===== src/gac_pkg.sv =====
// shared constants for the gain and attenuation pin control block
package gac_pkg;

    // -------------------------------------------------------------------
    // sizes
    // -------------------------------------------------------------------
    localparam int NUM_PINS     = 19;
    localparam int NUM_GAIN_CH  = 8;  // 0..3 receive, 4..7 observation_receiver
    localparam int NUM_TX_CH    = 4;
    localparam int SEC_FRAME    = 16; // read flag, 7 address bits, 8 data bits
    localparam int SEC_HDR_BITS = 8;

    // -------------------------------------------------------------------
    // apb register byte addresses
    // -------------------------------------------------------------------
    localparam logic [7:0] ADDR_CTRL       = 8'h00;
    localparam logic [7:0] ADDR_ATTEN_CFG  = 8'h04;
    localparam logic [7:0] ADDR_PIN_STATE  = 8'h08;
    localparam logic [7:0] ADDR_GAIN_CFG   = 8'h20; // + 4 * channel
    localparam logic [7:0] ADDR_GAIN_INDEX = 8'h40; // + 4 * channel
    localparam logic [7:0] ADDR_TX_ATTEN   = 8'h60; // + 4 * tx channel
    localparam logic [7:0] ADDR_ATTEN_AB   = 8'h70; // + 4 * tx channel

    // -------------------------------------------------------------------
    // control register fields
    // -------------------------------------------------------------------
    localparam int CTRL_SEC_ON     = 0;
    localparam int CTRL_SEL_PIN_LO = 4;  // 5 bits, 0 = unassigned, 4..18 valid
    localparam int CTRL_SEL_MASK_LO = 12; // 4 bits, tx channels on the select pin

    // -------------------------------------------------------------------
    // attenuation pin config fields
    // -------------------------------------------------------------------
    localparam int ATT_MASK_LO = 0;
    localparam int ATT_STEP_LO = 4;  // 5 bits, 0.5 dB per lsb
    localparam int ATT_UP_LO   = 12;
    localparam int ATT_DN_LO   = 16;
    localparam int ATT_EN      = 24;

    // -------------------------------------------------------------------
    // gain channel config fields
    // -------------------------------------------------------------------
    localparam int GCF_UP_STEP_LO = 0;
    localparam int GCF_DN_STEP_LO = 4;
    localparam int GCF_UP_PIN_LO  = 8;
    localparam int GCF_DN_PIN_LO  = 12;
    localparam int GCF_EN         = 16;
    localparam int GCF_MANUAL     = 17;

    // -------------------------------------------------------------------
    // secondary port address map and reset values
    // -------------------------------------------------------------------
    localparam logic [6:0] SEC_GAIN_BASE = 7'h00; // 8 gain indices
    localparam logic [6:0] SEC_ATT_A     = 7'h10; // 4 atten_state_a values
    localparam logic [6:0] SEC_ATT_B     = 7'h14; // 4 atten_state_b values
    localparam logic [7:0] GAIN_RST      = 8'hFF;
    localparam logic [7:0] ATTEN_RST     = 8'h00;
    localparam logic [4:0] SEL_MIN_PIN   = 5'd4;
    localparam logic [4:0] SEL_MAX_PIN   = 5'd18;

    // saturating step of an 8-bit value
    function automatic logic [7:0] step8(input logic [7:0] val, input logic [7:0] amt, input logic up);
        logic [8:0] sum;
        sum = 9'h000;
        if (up) begin
            sum = {1'b0, val} + {1'b0, amt};
            step8 = sum[8] ? 8'hFF : sum[7:0];
        end else begin
            step8 = (amt > val) ? 8'h00 : val - amt;
        end
    endfunction

endpackage


===== src/pin_pulse_sync.sv =====
// pin synchroniser with qualified rising-edge pulses
`timescale 1ns/1ps
module pin_pulse_sync (
    // clock and reset
    input  wire logic                         mclk_i,
    input  wire logic                         rst_n_i,
    input  wire logic                         ce_i,
    // pins
    input  wire logic [gac_pkg::NUM_PINS-1:0] pin_i,
    // results
    output logic      [gac_pkg::NUM_PINS-1:0] level_o,
    output logic      [gac_pkg::NUM_PINS-1:0] rise_o
);
    import gac_pkg::*;

    logic [NUM_PINS-1:0] meta;
    logic [NUM_PINS-1:0] s2;
    logic [NUM_PINS-1:0] s3;
    logic [NUM_PINS-1:0] s4;
    wire  [NUM_PINS-1:0] next_rise = s2 & s3 & ~s4;

    // ---------------------------------------------------------------
    // two flops, then a two-cycle-high qualifier
    // ---------------------------------------------------------------
    always_ff @(posedge mclk_i or negedge rst_n_i) begin
        if (!rst_n_i) begin
            meta   <= '0;
            s2     <= '0;
            s3     <= '0;
            s4     <= '0;
            rise_o <= '0;
        end else if (ce_i) begin
            meta   <= pin_i;
            s2     <= meta;
            s3     <= s2;
            s4     <= s3;
            rise_o <= next_rise;
        end
    end

    assign level_o = s2;

endmodule // pin_pulse_sync


===== src/gpio_gain_atten_pin_control.sv =====
// pin-driven gain index and transmit attenuation control with secondary serial port
//
// Functional notes
// secondary port lives on pins 0 to 3
// pin0 bidir data, pin1 out, pin2 clock, pin3 select
// secondary port uses primary port framing settings
// secondary port reaches only gain and attenuation
// write/read gain index, program two atten states
// select pin 4..18 toggles between atten states
// enabled port overrides other pin functions there
// port enable bit: 1 on, 0 off
// several tx channels may share select pin
// rising edge steps gain index up or down
// processor holds gain pulses two clocks high
// step fields 0..7 give steps 1..8
// gain pins selectable from pins 0..15
// stepping ignores reduced gain table range
// per-channel pin control enable bit
// gain stepping only in manual gain mode
// atten pulse steps attenuation repeatably
// atten pins selectable from pins 0..15
// software never gives one pin two functions
// atten step 0.5 dB per lsb, 0..31
// pins synchronised, one step per pulse
//
// Register access over APB and the register addresses are this design's own decisions.
`timescale 1ns/1ps
module gpio_gain_atten_pin_control (
    // clock, reset, enable
    input  wire logic                                  mclk_i,
    input  wire logic                                  nrst_i,
    input  wire logic                                  ce_i,
    // apb slave
    input  wire logic                                  psel_i,
    input  wire logic                                  penable_i,
    input  wire logic                                  pwrite_i,
    input  wire logic [7:0]                            paddr_i,
    input  wire logic [31:0]                           pwdata_i,
    output logic      [31:0]                           prdata_o,
    output logic                                       pready_o,
    output logic                                       pslverr_o,
    // framing settings of the primary serial port
    input  wire logic                                  prim_lsb_first_i,
    input  wire logic                                  prim_three_wire_i,
    // general-purpose pins
    input  wire logic [gac_pkg::NUM_PINS-1:0]          gpio_i,
    output logic      [gac_pkg::NUM_PINS-1:0]          gpio_o,
    output logic      [gac_pkg::NUM_PINS-1:0]          gpio_oe_o,
    // datapath controls
    output logic      [gac_pkg::NUM_GAIN_CH*8-1:0]     gain_index_o,
    output logic      [gac_pkg::NUM_TX_CH*8-1:0]       tx_atten_o
);
    import gac_pkg::*;

    // ---------------------------------------------------------------
    // reset release
    // ---------------------------------------------------------------
    logic rst_m;
    logic rst_n;
    always_ff @(posedge mclk_i or negedge nrst_i) begin
        if (!nrst_i) begin
            rst_m <= 1'b0;
            rst_n <= 1'b0;
        end else begin
            rst_m <= 1'b1;
            rst_n <= rst_m;
        end
    end

    // ---------------------------------------------------------------
    // pin synchronisation
    // ---------------------------------------------------------------
    logic [NUM_PINS-1:0] pin_lvl;
    logic [NUM_PINS-1:0] pin_rise;

    pin_pulse_sync u_sync (
        .mclk_i  (mclk_i),
        .rst_n_i (rst_n),
        .ce_i    (ce_i),
        .pin_i   (gpio_i),
        .level_o (pin_lvl),
        .rise_o  (pin_rise)
    );

    // ---------------------------------------------------------------
    // register state
    // ---------------------------------------------------------------
    logic                sec_port_on;
    logic [4:0]          sel_pin;
    logic [3:0]          sel_mask;
    logic [3:0]          att_mask;
    logic [4:0]          att_step;
    logic [3:0]          att_up_pin;
    logic [3:0]          att_dn_pin;
    logic                att_en;
    logic [17:0]         gain_cfg  [NUM_GAIN_CH];
    logic [7:0]          gain_idx  [NUM_GAIN_CH];
    logic [7:0]          att_cur   [NUM_TX_CH];
    logic [7:0]          att_a     [NUM_TX_CH];
    logic [7:0]          att_b     [NUM_TX_CH];

    // ---------------------------------------------------------------
    // apb decode
    // ---------------------------------------------------------------
    wire        apb_setup = psel_i & ~penable_i;
    wire        apb_wr    = psel_i & penable_i & pwrite_i;
    wire [2:0]  a_idx     = paddr_i[4:2];
    wire [1:0]  t_idx     = paddr_i[3:2];
    wire        hit_ctrl  = paddr_i == ADDR_CTRL;
    wire        hit_attc  = paddr_i == ADDR_ATTEN_CFG;
    wire        hit_pins  = paddr_i == ADDR_PIN_STATE;
    wire        hit_gcfg  = paddr_i[7:5] == ADDR_GAIN_CFG[7:5] && paddr_i[1:0] == 2'b00;
    wire        hit_gidx  = paddr_i[7:5] == ADDR_GAIN_INDEX[7:5] && paddr_i[1:0] == 2'b00;
    wire        hit_tatt  = paddr_i[7:4] == ADDR_TX_ATTEN[7:4] && paddr_i[1:0] == 2'b00;
    wire        hit_ab    = paddr_i[7:4] == ADDR_ATTEN_AB[7:4] && paddr_i[1:0] == 2'b00;
    wire        hit_any   = hit_ctrl | hit_attc | hit_pins | hit_gcfg | hit_gidx | hit_tatt | hit_ab;

    logic [31:0] rd_mux;
    always_comb begin
        rd_mux = 32'h0000_0000;
        if (hit_ctrl) begin
            rd_mux = {16'h0000, sel_mask, 3'b000, sel_pin, 3'b000, sec_port_on};
        end else if (hit_attc) begin
            rd_mux = {7'h00, att_en, 4'h0, att_dn_pin, att_up_pin, 3'b000, att_step, att_mask};
        end else if (hit_pins) begin
            rd_mux = {13'h0000, pin_lvl};
        end else if (hit_gcfg) begin
            rd_mux = {14'h0000, gain_cfg[a_idx]};
        end else if (hit_gidx) begin
            rd_mux = {24'h00_0000, gain_idx[a_idx]};
        end else if (hit_tatt) begin
            rd_mux = {24'h00_0000, att_cur[t_idx]};
        end else if (hit_ab) begin
            rd_mux = {16'h0000, att_b[t_idx], att_a[t_idx]};
        end
    end

    // zero-wait slave: data latched in setup, valid through access
    always_ff @(posedge mclk_i or negedge rst_n) begin
        if (!rst_n) begin
            prdata_o  <= 32'h0000_0000;
            pready_o  <= 1'b1;
            pslverr_o <= 1'b0;
        end else if (ce_i && apb_setup) begin
            prdata_o  <= pwrite_i ? 32'h0000_0000 : rd_mux;
            pready_o  <= 1'b1;
            pslverr_o <= ~hit_any;
        end
    end

    // ---------------------------------------------------------------
    // pins taken over by the secondary port
    // ---------------------------------------------------------------
    wire                sel_valid = sel_pin >= SEL_MIN_PIN && sel_pin <= SEL_MAX_PIN;
    wire [NUM_PINS-1:0] sel_onehot = sel_valid ? (19'h00001 << sel_pin) : 19'h00000;
    wire [NUM_PINS-1:0] owned = sec_port_on ? (sel_onehot | 19'h0000F) : 19'h00000;
    wire [NUM_PINS-1:0] pulse = pin_rise & ~owned;
    wire                sel_lvl = |(pin_lvl & sel_onehot);

    // ---------------------------------------------------------------
    // secondary serial port on pins 0..3
    // ---------------------------------------------------------------
    wire sclk_lvl = pin_lvl[2];
    wire cs_lvl   = pin_lvl[3];
    wire din_lvl  = pin_lvl[0];
    logic        sclk_prev;
    logic [4:0]  bit_cnt;
    logic [7:0]  hdr;
    logic [7:0]  wdat;
    logic [7:0]  rdat;
    wire         active   = sec_port_on & ~cs_lvl;
    wire         sclk_up  = active & sclk_lvl & ~sclk_prev;
    wire         sclk_dn  = active & ~sclk_lvl & sclk_prev;
    wire         in_hdr   = bit_cnt < 5'(SEC_HDR_BITS);
    wire [2:0]   bpos     = prim_lsb_first_i ? bit_cnt[2:0] : 3'd7 - bit_cnt[2:0];
    wire [7:0]   next_hdr = in_hdr ? (hdr | ({7'h00, din_lvl} << bpos)) : hdr;
    wire [7:0]   next_wdat = in_hdr ? wdat : (wdat | ({7'h00, din_lvl} << bpos));
    wire         last_bit = sclk_up && bit_cnt == 5'(SEC_FRAME - 1);
    wire         sec_wr   = last_bit & ~hdr[7];
    wire [6:0]   sec_addr = hdr[6:0];
    wire         hdr_done = sclk_up && bit_cnt == 5'(SEC_HDR_BITS - 1);

    // reach limited to gain indices and the two attenuation states
    function automatic logic [7:0] sec_lookup(input logic [6:0] adr);
        sec_lookup = 8'h00;
        if (adr[6:3] == SEC_GAIN_BASE[6:3]) begin
            sec_lookup = gain_idx[adr[2:0]];
        end else if (adr[6:2] == SEC_ATT_A[6:2]) begin
            sec_lookup = att_a[adr[1:0]];
        end else if (adr[6:2] == SEC_ATT_B[6:2]) begin
            sec_lookup = att_b[adr[1:0]];
        end
    endfunction

    wire [7:0] hdr_full = next_hdr;
    wire       is_read  = hdr[7] & ~in_hdr;

    always_ff @(posedge mclk_i or negedge rst_n) begin
        if (!rst_n) begin
            sclk_prev <= 1'b0;
            bit_cnt   <= 5'd0;
            hdr       <= 8'h00;
            wdat      <= 8'h00;
            rdat      <= 8'h00;
        end else if (ce_i) begin
            sclk_prev <= sclk_lvl;
            if (!active) begin
                bit_cnt <= 5'd0;
                hdr     <= 8'h00;
                wdat    <= 8'h00;
            end else if (sclk_up) begin
                bit_cnt <= bit_cnt + 5'd1;
                hdr     <= next_hdr;
                wdat    <= next_wdat;
                if (hdr_done) begin
                    rdat <= sec_lookup(hdr_full[6:0]);
                end
            end
        end
    end

    // read data shifted on falling clock; three-wire returns it on pin 0
    always_ff @(posedge mclk_i or negedge rst_n) begin
        if (!rst_n) begin
            gpio_o    <= '0;
            gpio_oe_o <= '0;
        end else if (ce_i) begin
            if (!active) begin
                gpio_oe_o <= '0;
                gpio_o    <= '0;
            end else if (sclk_dn && is_read && bit_cnt < 5'(SEC_FRAME)) begin
                gpio_o[0]    <= rdat[bpos];
                gpio_o[1]    <= rdat[bpos];
                gpio_oe_o[0] <= prim_three_wire_i;
                gpio_oe_o[1] <= ~prim_three_wire_i;
            end else if (sclk_dn && !is_read) begin
                gpio_oe_o <= '0;
            end
        end
    end

    // ---------------------------------------------------------------
    // gain index stepping, apb and secondary port writes
    // ---------------------------------------------------------------
    always_ff @(posedge mclk_i or negedge rst_n) begin
        if (!rst_n) begin
            for (int c = 0; c < NUM_GAIN_CH; c++) begin
                gain_cfg[c] <= 18'h00000;
                gain_idx[c] <= GAIN_RST;
            end
        end else if (ce_i) begin
            for (int c = 0; c < NUM_GAIN_CH; c++) begin
                logic [3:0] up_p;
                logic [3:0] dn_p;
                logic       go;
                up_p = gain_cfg[c][GCF_UP_PIN_LO +: 4];
                dn_p = gain_cfg[c][GCF_DN_PIN_LO +: 4];
                go   = gain_cfg[c][GCF_EN] & gain_cfg[c][GCF_MANUAL];
                if (sec_wr && sec_addr[6:3] == SEC_GAIN_BASE[6:3] && sec_addr[2:0] == 3'(c)) begin
                    gain_idx[c] <= next_wdat;
                end else if (apb_wr && hit_gidx && a_idx == 3'(c)) begin
                    gain_idx[c] <= pwdata_i[7:0];
                end else if (go && pulse[up_p] && !pulse[dn_p]) begin
                    // full table limits only, no useful-range clamp
                    gain_idx[c] <= step8(gain_idx[c], {5'h00, gain_cfg[c][GCF_UP_STEP_LO +: 3]} + 8'h01, 1'b1);
                end else if (go && pulse[dn_p] && !pulse[up_p]) begin
                    gain_idx[c] <= step8(gain_idx[c], {5'h00, gain_cfg[c][GCF_DN_STEP_LO +: 3]} + 8'h01, 1'b0);
                end
                if (apb_wr && hit_gcfg && a_idx == 3'(c)) begin
                    gain_cfg[c] <= {pwdata_i[17:16], pwdata_i[15:8], 1'b0, pwdata_i[6:4], 1'b0, pwdata_i[2:0]};
                end
            end
        end
    end

    // ---------------------------------------------------------------
    // control and attenuation configuration
    // ---------------------------------------------------------------
    always_ff @(posedge mclk_i or negedge rst_n) begin
        if (!rst_n) begin
            sec_port_on <= 1'b0;
            sel_pin     <= 5'd0;
            sel_mask    <= 4'h0;
            att_mask    <= 4'h0;
            att_step    <= 5'd0;
            att_up_pin  <= 4'h0;
            att_dn_pin  <= 4'h0;
            att_en      <= 1'b0;
        end else if (ce_i && apb_wr) begin
            if (hit_ctrl) begin
                sec_port_on <= pwdata_i[CTRL_SEC_ON];
                sel_pin     <= pwdata_i[CTRL_SEL_PIN_LO +: 5];
                sel_mask    <= pwdata_i[CTRL_SEL_MASK_LO +: 4];
            end
            if (hit_attc) begin
                att_mask    <= pwdata_i[ATT_MASK_LO +: 4];
                att_step    <= pwdata_i[ATT_STEP_LO +: 5];
                att_up_pin  <= pwdata_i[ATT_UP_LO +: 4];
                att_dn_pin  <= pwdata_i[ATT_DN_LO +: 4];
                att_en      <= pwdata_i[ATT_EN];
            end
        end
    end

    // ---------------------------------------------------------------
    // transmit attenuation: pulse stepping and the two states
    // ---------------------------------------------------------------
    wire att_up = att_en & pulse[att_up_pin] & ~pulse[att_dn_pin];
    wire att_dn = att_en & pulse[att_dn_pin] & ~pulse[att_up_pin];

    always_ff @(posedge mclk_i or negedge rst_n) begin
        if (!rst_n) begin
            for (int t = 0; t < NUM_TX_CH; t++) begin
                att_cur[t] <= ATTEN_RST;
                att_a[t]   <= ATTEN_RST;
                att_b[t]   <= ATTEN_RST;
            end
        end else if (ce_i) begin
            for (int t = 0; t < NUM_TX_CH; t++) begin
                if (apb_wr && hit_tatt && t_idx == 2'(t)) begin
                    att_cur[t] <= pwdata_i[7:0];
                end else if (att_mask[t] && att_up) begin
                    att_cur[t] <= step8(att_cur[t], {3'b000, att_step}, 1'b1);
                end else if (att_mask[t] && att_dn) begin
                    att_cur[t] <= step8(att_cur[t], {3'b000, att_step}, 1'b0);
                end
                if (sec_wr && sec_addr == SEC_ATT_A + 7'(t)) begin
                    att_a[t] <= next_wdat;
                end else if (apb_wr && hit_ab && t_idx == 2'(t)) begin
                    att_a[t] <= pwdata_i[7:0];
                end
                if (sec_wr && sec_addr == SEC_ATT_B + 7'(t)) begin
                    att_b[t] <= next_wdat;
                end else if (apb_wr && hit_ab && t_idx == 2'(t)) begin
                    att_b[t] <= pwdata_i[15:8];
                end
            end
        end
    end

    // ---------------------------------------------------------------
    // registered datapath outputs
    // ---------------------------------------------------------------
    wire sel_use = sec_port_on & sel_valid;

    always_ff @(posedge mclk_i or negedge rst_n) begin
        if (!rst_n) begin
            gain_index_o <= {NUM_GAIN_CH{GAIN_RST}};
            tx_atten_o   <= {NUM_TX_CH{ATTEN_RST}};
        end else if (ce_i) begin
            for (int c = 0; c < NUM_GAIN_CH; c++) begin
                gain_index_o[c*8 +: 8] <= gain_idx[c];
            end
            for (int t = 0; t < NUM_TX_CH; t++) begin
                if (sel_use && sel_mask[t]) begin
                    tx_atten_o[t*8 +: 8] <= sel_lvl ? att_b[t] : att_a[t];
                end else begin
                    tx_atten_o[t*8 +: 8] <= att_cur[t];
                end
            end
        end
    end

endmodule // gpio_gain_atten_pin_control


===== config.mk =====
export PLATFORM = sky130hd
export DESIGN_NAME = gpio_gain_atten_pin_control
export DESIGN_NICKNAME = d
export VERILOG_FILES = /design/src/gac_pkg.sv /design/src/pin_pulse_sync.sv /design/src/gpio_gain_atten_pin_control.sv
export SDC_FILE = /design/constraint.sdc
export NUM_CORES = 2
export LEC_CHECK = 0
export ABC_CLOCK_PERIOD_IN_PS = 21000
export BUFFER_PORTS_ARGS = -buffer_cell sky130_fd_sc_hd__buf_4
export CAP_MARGIN = 20
export CORE_MARGIN = 1
export CORE_UTILIZATION = 40
export DETAILED_ROUTE_END_ITERATION = 7
export GPL_TIMING_DRIVEN = 0
export MAX_ROUTING_LAYER = met4
export PLACE_DENSITY = 0.53
export SETUP_SLACK_MARGIN = 0.5
export SLEW_MARGIN = 10
export SYNTH_ARGS = -nofsm -noshare
export SYNTH_HDL_FRONTEND = slang
export SYNTH_SLANG_ARGS = --single-unit

===== constraint.sdc =====
create_clock -name mclk_i -period 21 [get_ports mclk_i]
set_input_delay 1.05 -clock mclk_i [delete_from_list [all_inputs] [get_ports mclk_i]]
set_output_delay 1.05 -clock mclk_i [all_outputs]
set_load 0.02 [all_outputs]

Word-level counts from Yosys, hierarchy flattened
Cells that the tools add are included.
{"block": "classes", "addsub": 42, "magnitude_cmp": 39, "eq_ne": 41, "shifts": 2, "n_mux": 182, "n_bitwise": 51, "reduce_logical": 182}
{"cell": "$mux 8", "n": 115}
{"cell": "$lt 4x6->1 const B", "n": 18}
{"cell": "$logic_and 1x1->1", "n": 101}
{"cell": "$bmux 8 s2", "n": 5}
{"cell": "$mux 19", "n": 4}
{"cell": "$add 8x4->9", "n": 8}
{"cell": "$bmux 1 s4", "n": 18}
{"cell": "$reduce_and 2->1", "n": 33}
{"cell": "$add 3x1->4 const B", "n": 16}
{"cell": "$gt 4x8->1", "n": 8}
{"cell": "$mux 16", "n": 4}
{"cell": "$sub 8x4->8", "n": 8}
{"cell": "$eq 7x5->1 const B", "n": 8}
{"cell": "$bmux 18 s3", "n": 1}
{"cell": "$mux 18", "n": 3}
{"cell": "$mux 25", "n": 2}
{"cell": "$and 16x16->16", "n": 3}
{"cell": "$bmux 8 s3", "n": 2}
{"cell": "$add 8x5->9", "n": 4}
{"cell": "$gt 5x8->1", "n": 4}
{"cell": "$mux 32", "n": 1}
{"cell": "$not 16->16", "n": 2}
{"cell": "$reduce_bool 4->1", "n": 8}
{"cell": "$sub 8x5->8", "n": 4}
{"cell": "other kinds (47)", "n": 159}
{"block": "totals", "reg_bits": 584, "wordCells": 595}

Depth between registers and ports, before layout
{"block": "logic_depth", "depth_word": 14, "depth_mapped": 14, "mapped_depth_nobuf": 13}

Modules after synthesis
From an unflattened synthesis, not the netlist that was laid out.
{"block": "unflattened", "cells_unflattened": 4047, "area_unflattened_um2": 39476.6}
{"mod": "gpio_gain_atten_pin_control", "instances": 1, "cells_each": 3806, "area_per_inst_um2": 35690.5, "seq_area_each_um2": 11896.4}
{"mod": "pin_pulse_sync", "instances": 1, "cells_each": 241, "area_per_inst_um2": 3786.1, "seq_area_each_um2": 2377.3}

Worst setup path after synthesis
OpenSTA, ideal clock, no wires.
{"block": "synth_path", "kind": "in2reg", "from": "input paddr_i[2]", "to": "register prdata_o[1]", "setup_ps": 143, "arrival_ps": 3454, "required_ps": 20857, "setup_slack_ps": 17403, "cell_stages": 7, "cell_sequence": "buf_2 buf_1 buf_1 mux4_2 mux4_2 a221oi_1 o21ai_0"}
{"block": "synth_between", "elab_chain_cells": 12, "word_cells_on_any_way": 25, "cone_classes": "eq/ne: 2; mux: 20; bitwise: 2; reduce/logical: 1"}
{"item": "start, declared", "line_no": "gpio_gain_atten_pin_control.sv:37", "source": "input wire logic [7:0] paddr_i,"}
{"item": "$not 2->3 (not written as such)", "line_no": "gpio_gain_atten_pin_control.sv:132, gpio_gain_atten_pin_control.sv:134"}
{"item": "$bmux 8 s2", "line_no": "gpio_gain_atten_pin_control.sv:134", "source": "rd_mux = {16'h0000, att_b[t_idx], att_a[t_idx]};"}
{"item": "$mux 8 (not written as such) (2 in a row)", "line_no": "gpio_gain_atten_pin_control.sv:134"}
{"item": "$mux 16", "line_no": "gpio_gain_atten_pin_control.sv:133", "source": "end else if (hit_ab) begin"}
{"item": "$mux 16", "line_no": "gpio_gain_atten_pin_control.sv:131", "source": "end else if (hit_tatt) begin"}
{"item": "$mux 16", "line_no": "gpio_gain_atten_pin_control.sv:129", "source": "end else if (hit_gidx) begin"}
{"item": "$mux 18", "line_no": "gpio_gain_atten_pin_control.sv:127", "source": "end else if (hit_gcfg) begin"}
{"item": "$mux 19", "line_no": "gpio_gain_atten_pin_control.sv:125", "source": "end else if (hit_pins) begin"}
{"item": "$mux 25", "line_no": "gpio_gain_atten_pin_control.sv:123", "source": "end else if (hit_attc) begin"}
{"item": "$mux 25 *", "line_no": "gpio_gain_atten_pin_control.sv:121", "source": "if (hit_ctrl) begin"}
{"item": "$mux 32 *", "line_no": "gpio_gain_atten_pin_control.sv:145", "source": "prdata_o <= pwrite_i ? 32'h0000_0000 : rd_mux;"}
{"item": "end signal, assigned", "line_no": "gpio_gain_atten_pin_control.sv:145"}
{"item": "end, declared", "line_no": "gpio_gain_atten_pin_control.sv:39", "source": "output logic [31:0] prdata_o,"}
Mark *: on every way between the ends. The rest lies on a longest branch, timed or not. The select of a mux whose other input is x is not followed.
A chain may end at the register's enable or synchronous reset.

Final worst setup path
{"block": "layout_path", "from": "input paddr_i[3]", "to": "register gain_idx[36] (netlist bit)"}
{"block": "layout_between", "elab_chain_cells": 4, "word_cells_on_any_way": 6, "cone_classes": "eq/ne: 1; mux: 2; reduce/logical: 3"}
{"item": "$eq 3x2->1 *", "line_no": "gpio_gain_atten_pin_control.sv:261", "source": "end else if (apb_wr && hit_gidx && a_idx == 3'(c)) begin"}
{"item": "$logic_and 1x1->1 *", "line_no": "gpio_gain_atten_pin_control.sv:261"}
{"item": "$reduce_bool 4->1 (no source line) / $mux 8 (equally long branches)"}
{"item": "$reduce_and 2->1 (no source line) / $mux 8 (equally long branches)"}
{"item": "end signal, assigned by index", "line_no": "gpio_gain_atten_pin_control.sv:260", "source": "gain_idx[c] <= next_wdat;"}
{"item": "end signal, assigned by index", "line_no": "gpio_gain_atten_pin_control.sv:262", "source": "gain_idx[c] <= pwdata_i[7:0];"}
{"item": "end signal, assigned by index", "line_no": "gpio_gain_atten_pin_control.sv:265", "source": "gain_idx[c] <= step8(gain_idx[c], {5'h00, gain_cfg[c][GCF_UP_STEP_LO +: 3]} + 8'h01, 1'b1);"}
{"item": "end, declared", "line_no": "gpio_gain_atten_pin_control.sv:97", "source": "logic [7:0] gain_idx [NUM_GAIN_CH];"}
Mark *: on every way between the ends. The rest lies on a longest branch, timed or not.

==> impl_metrics.json <==
{
  "pre_cts_ws_ns": 15.37,
  "hold_viol_final": 0,
  "port-buffer-count": 169,
  "fin_tns_setup_ns": 0,
  "max_freq_ghz": 0.196,
  "htreeDepth": 3,
  "grt_max_degree": 63,
  "critPathArrivalTime_ns": 5.61,
  "drtIter0Drc": 4652,
  "critPathRequiredTime_ns": 21.52,
  "setup_viol": 0,
  "syn-instance-count": 3932,
  "layout_common_cells": "dfrtp_1, nand2_1, mux2_2",
  "gr-total-overflow": 0,
  "cap_violations": 0,
  "clkSinkCount": 554,
  "finClkSkew_ns": 0.0361,
  "p_leak_nw": 19.4,
  "firstDrtPassIters": 8,
  "p_switching_mw": 0.854,
  "synth_cell_type_count": 107,
  "ys.flop_type": "dfrtp_1",
  "final_common_cell": "dfrtp_1",
  "avgSynthCellArea_um2": 9.87,
  "area_delta_synth_final_pct": 15.5,
  "drc": 0,
  "slew_headroom_pct": 12.7,
  "instances_no_fill": 5587,
  "die_area_um2": 98300,
  "finalNetCount": 4454,
  "row_count": 113,
  "syn_area_um2": 38800,
  "min_period_ns": 5.10,
  "cts_resized": 0,
  "hpwlAfterDp_um": 131000,
  "fin_crit_sh_pct": 24.3,
  "holdCritPathClass": "in -> async",
  "ys_seq_elements": 554,
  "drive_gt1_share_pct": 24.9,
  "cts_made_buffers": 72,
  "via_per_inst": 6.28,
  "num_io_pins": 235,
  "maxSlewViolCount": 0,
  "worst_pin_slew_ns": 1.31,
  "post-cts-setup-buffers": 0,
  "crit_type": "in -> reg",
  "start_kind": "input pin",
  "coreArea_um2": 95600,
  "pwr-share-seq_pct": 40.6,
  "antenna_found_initial": 13,
  "cp-end-kind": "flip-flop",
  "finalPower_mw": 2.90,
  "p_clk_share_pct": 44.5,
  "async_flop_share_pct": 100,
  "hold_buffers": 0,
  "place_area_um2": 42400,
  "ant_nets": 0,
  "grt_pass1_vias": 33138,
  "routabilityCongestion": 1.06,
  "fp.dieW_um": 314,
  "status": "complete, no violations",
  "avgRoutedWirePerCell_um": 30.5,
  "crit_fanout": 10,
  "clkLatencyLatePin_ns": 0.66,
  "vdd_drop_max_mv": 0.0511,
  "switching_share_pct": 29.5,
  "timing.hold.ws_ns": 0.187,
  "rsz0062_at_grt": "no",
  "synth_edf_count": 0,
  "final_area_um2": 44800,
  "fin_util_pct": 46.9,
  "cts_root_buf": "clkbuf_16",
  "grt_usage_pct": 35.4,
  "ys_seq_area_share_pct": 36.1,
  "setup_slack_ns": 15.90,
  "vias": 35075,
  "ys_warn_count": 0,
  "clkTransAtPathRegs_ns": 0.05,
  "cts_max_path_buffers": 3,
  "placedCellCount": 5441,
  "drt_wl_total_um": 171000,
  "grt_pass1_wl_um": 243000,
  "p_comb_share_pct": 14.9,
  "powerDensity_nw_per_um2": 64.6,
  "die_h_um": 314,
  "p_int_mw": 2.04,
  "initial_core_util_pct": 40.6,
  "cts_tree": "done"
}
[critical path: stages]
cell,delay (ns)
buf_4,0.13
clkbuf_1,0.48
buf_1,0.77
clkbuf_1,1.00
clkbuf_1,0.76
nand3_1,0.35
o311ai_0,0.87
o22ai_1,0.17
[routing by layer]
metal,share of wire (%),GRT usage (%),up-vias
li1,-,-,15041
met1,41,47.4,17508
met2,42,49.7,2109
met3,11,9.10,417
met4,5.3,16.5,0
met5,0,-,-
[kinds of logic (layout without fill, tap and decap cells)]
logic type	count (synthesis)	in the layout	synth area share, %
compound gates	964	964	15.7
xor+xnor	77	77	1.74
fa+ha+maj	130	130	4.65
buf+inv	466	801	5.22
flops	554	554	36.1
mux	700	700	23.6
other cells	2	57	0.0193
simple gates	1039	1039	12.9
[flip-flops by register name (all words and copies together), names as in the netlist, 8 cells and up]
| signal | count |
|---|---|
| u_sync.rise_o | 16 |
| att_b | 32 |
| tx_atten_o | 32 |
| u_sync.s4 | 16 |
| att_a | 32 |
| u_sync.s3 | 16 |
| gain_cfg | 128 |
| gain_index_o | 64 |
| att_cur | 32 |
| gain_idx | 64 |
| u_sync.level_o | 19 |
| hdr | 8 |
| prdata_o | 21 |
| rdat | 8 |
| u_sync.meta | 19 |
| wdat | 8 |
[cell usage after synthesis (36+ instances only)]
cell type	instances	area share [%]
ha_1	106	3.4
dfrtp_1	426	27
nor3_1	75	0.97
o21ai_0	322	4.2
clkbuf_1	203	2.0
buf_4	53	1.0
nor2_1	218	2.1
mux4_2	138	8.0
a21o_1	66	1.3
mux2i_1	220	5.7
mux2_2	340	9.9
nand2_1	385	3.7
xnor2_1	52	1.2
o211ai_1	40	0.77
inv_1	140	1.4
nand3_1	90	1.2
a21oi_1	201	2.6
o22ai_1	36	0.58
a31oi_1	45	0.73
dfstp_2	128	8.7
[worst paths after layout]
kind,cells past startpoint,to,slack (ns),startpoint
hold / removal,1,rst_n,0.19,nrst_i
min in group mclk_i,0,rst_n,0.35,rst_m
max in group asynchronous,5,att_cur[21],18.86,rst_n
hold reg to reg,0,rst_n,0.35,rst_m
setup reg to reg,10,gain_idx[36],16.31,sel_pin[0]
setup / recovery,8,gain_idx[36],15.90,paddr_i[3]
[layout make-up]
type | instances | area, um^2
Fill cell | 9172 | 50700
Multi-Input combinational cell | 2957 | 22900
Sequential cell | 554 | 14000
Clock buffer | 100 | 2030
Timing Repair Buffer | 206 | 1850
Tap cell | 1265 | 1580
Buffer | 325 | 1500
Inverter | 141 | 529
Clock inverter | 29 | 355
Antenna cell | 10 | 25.0
[power groups by stage]
stage	combinational [mW]	sequential (mW)	clock (mW)
finish	0.430	1.18	1.29
global route	0.449	1.18	1.35
floorplan	0.231	1.19	0
CTS	0.416	1.17	1.30
global placement	0.380	1.21	0
detailed placement	0.414	1.19	0
No activity file was read; power rests on OpenSTA's default activity.
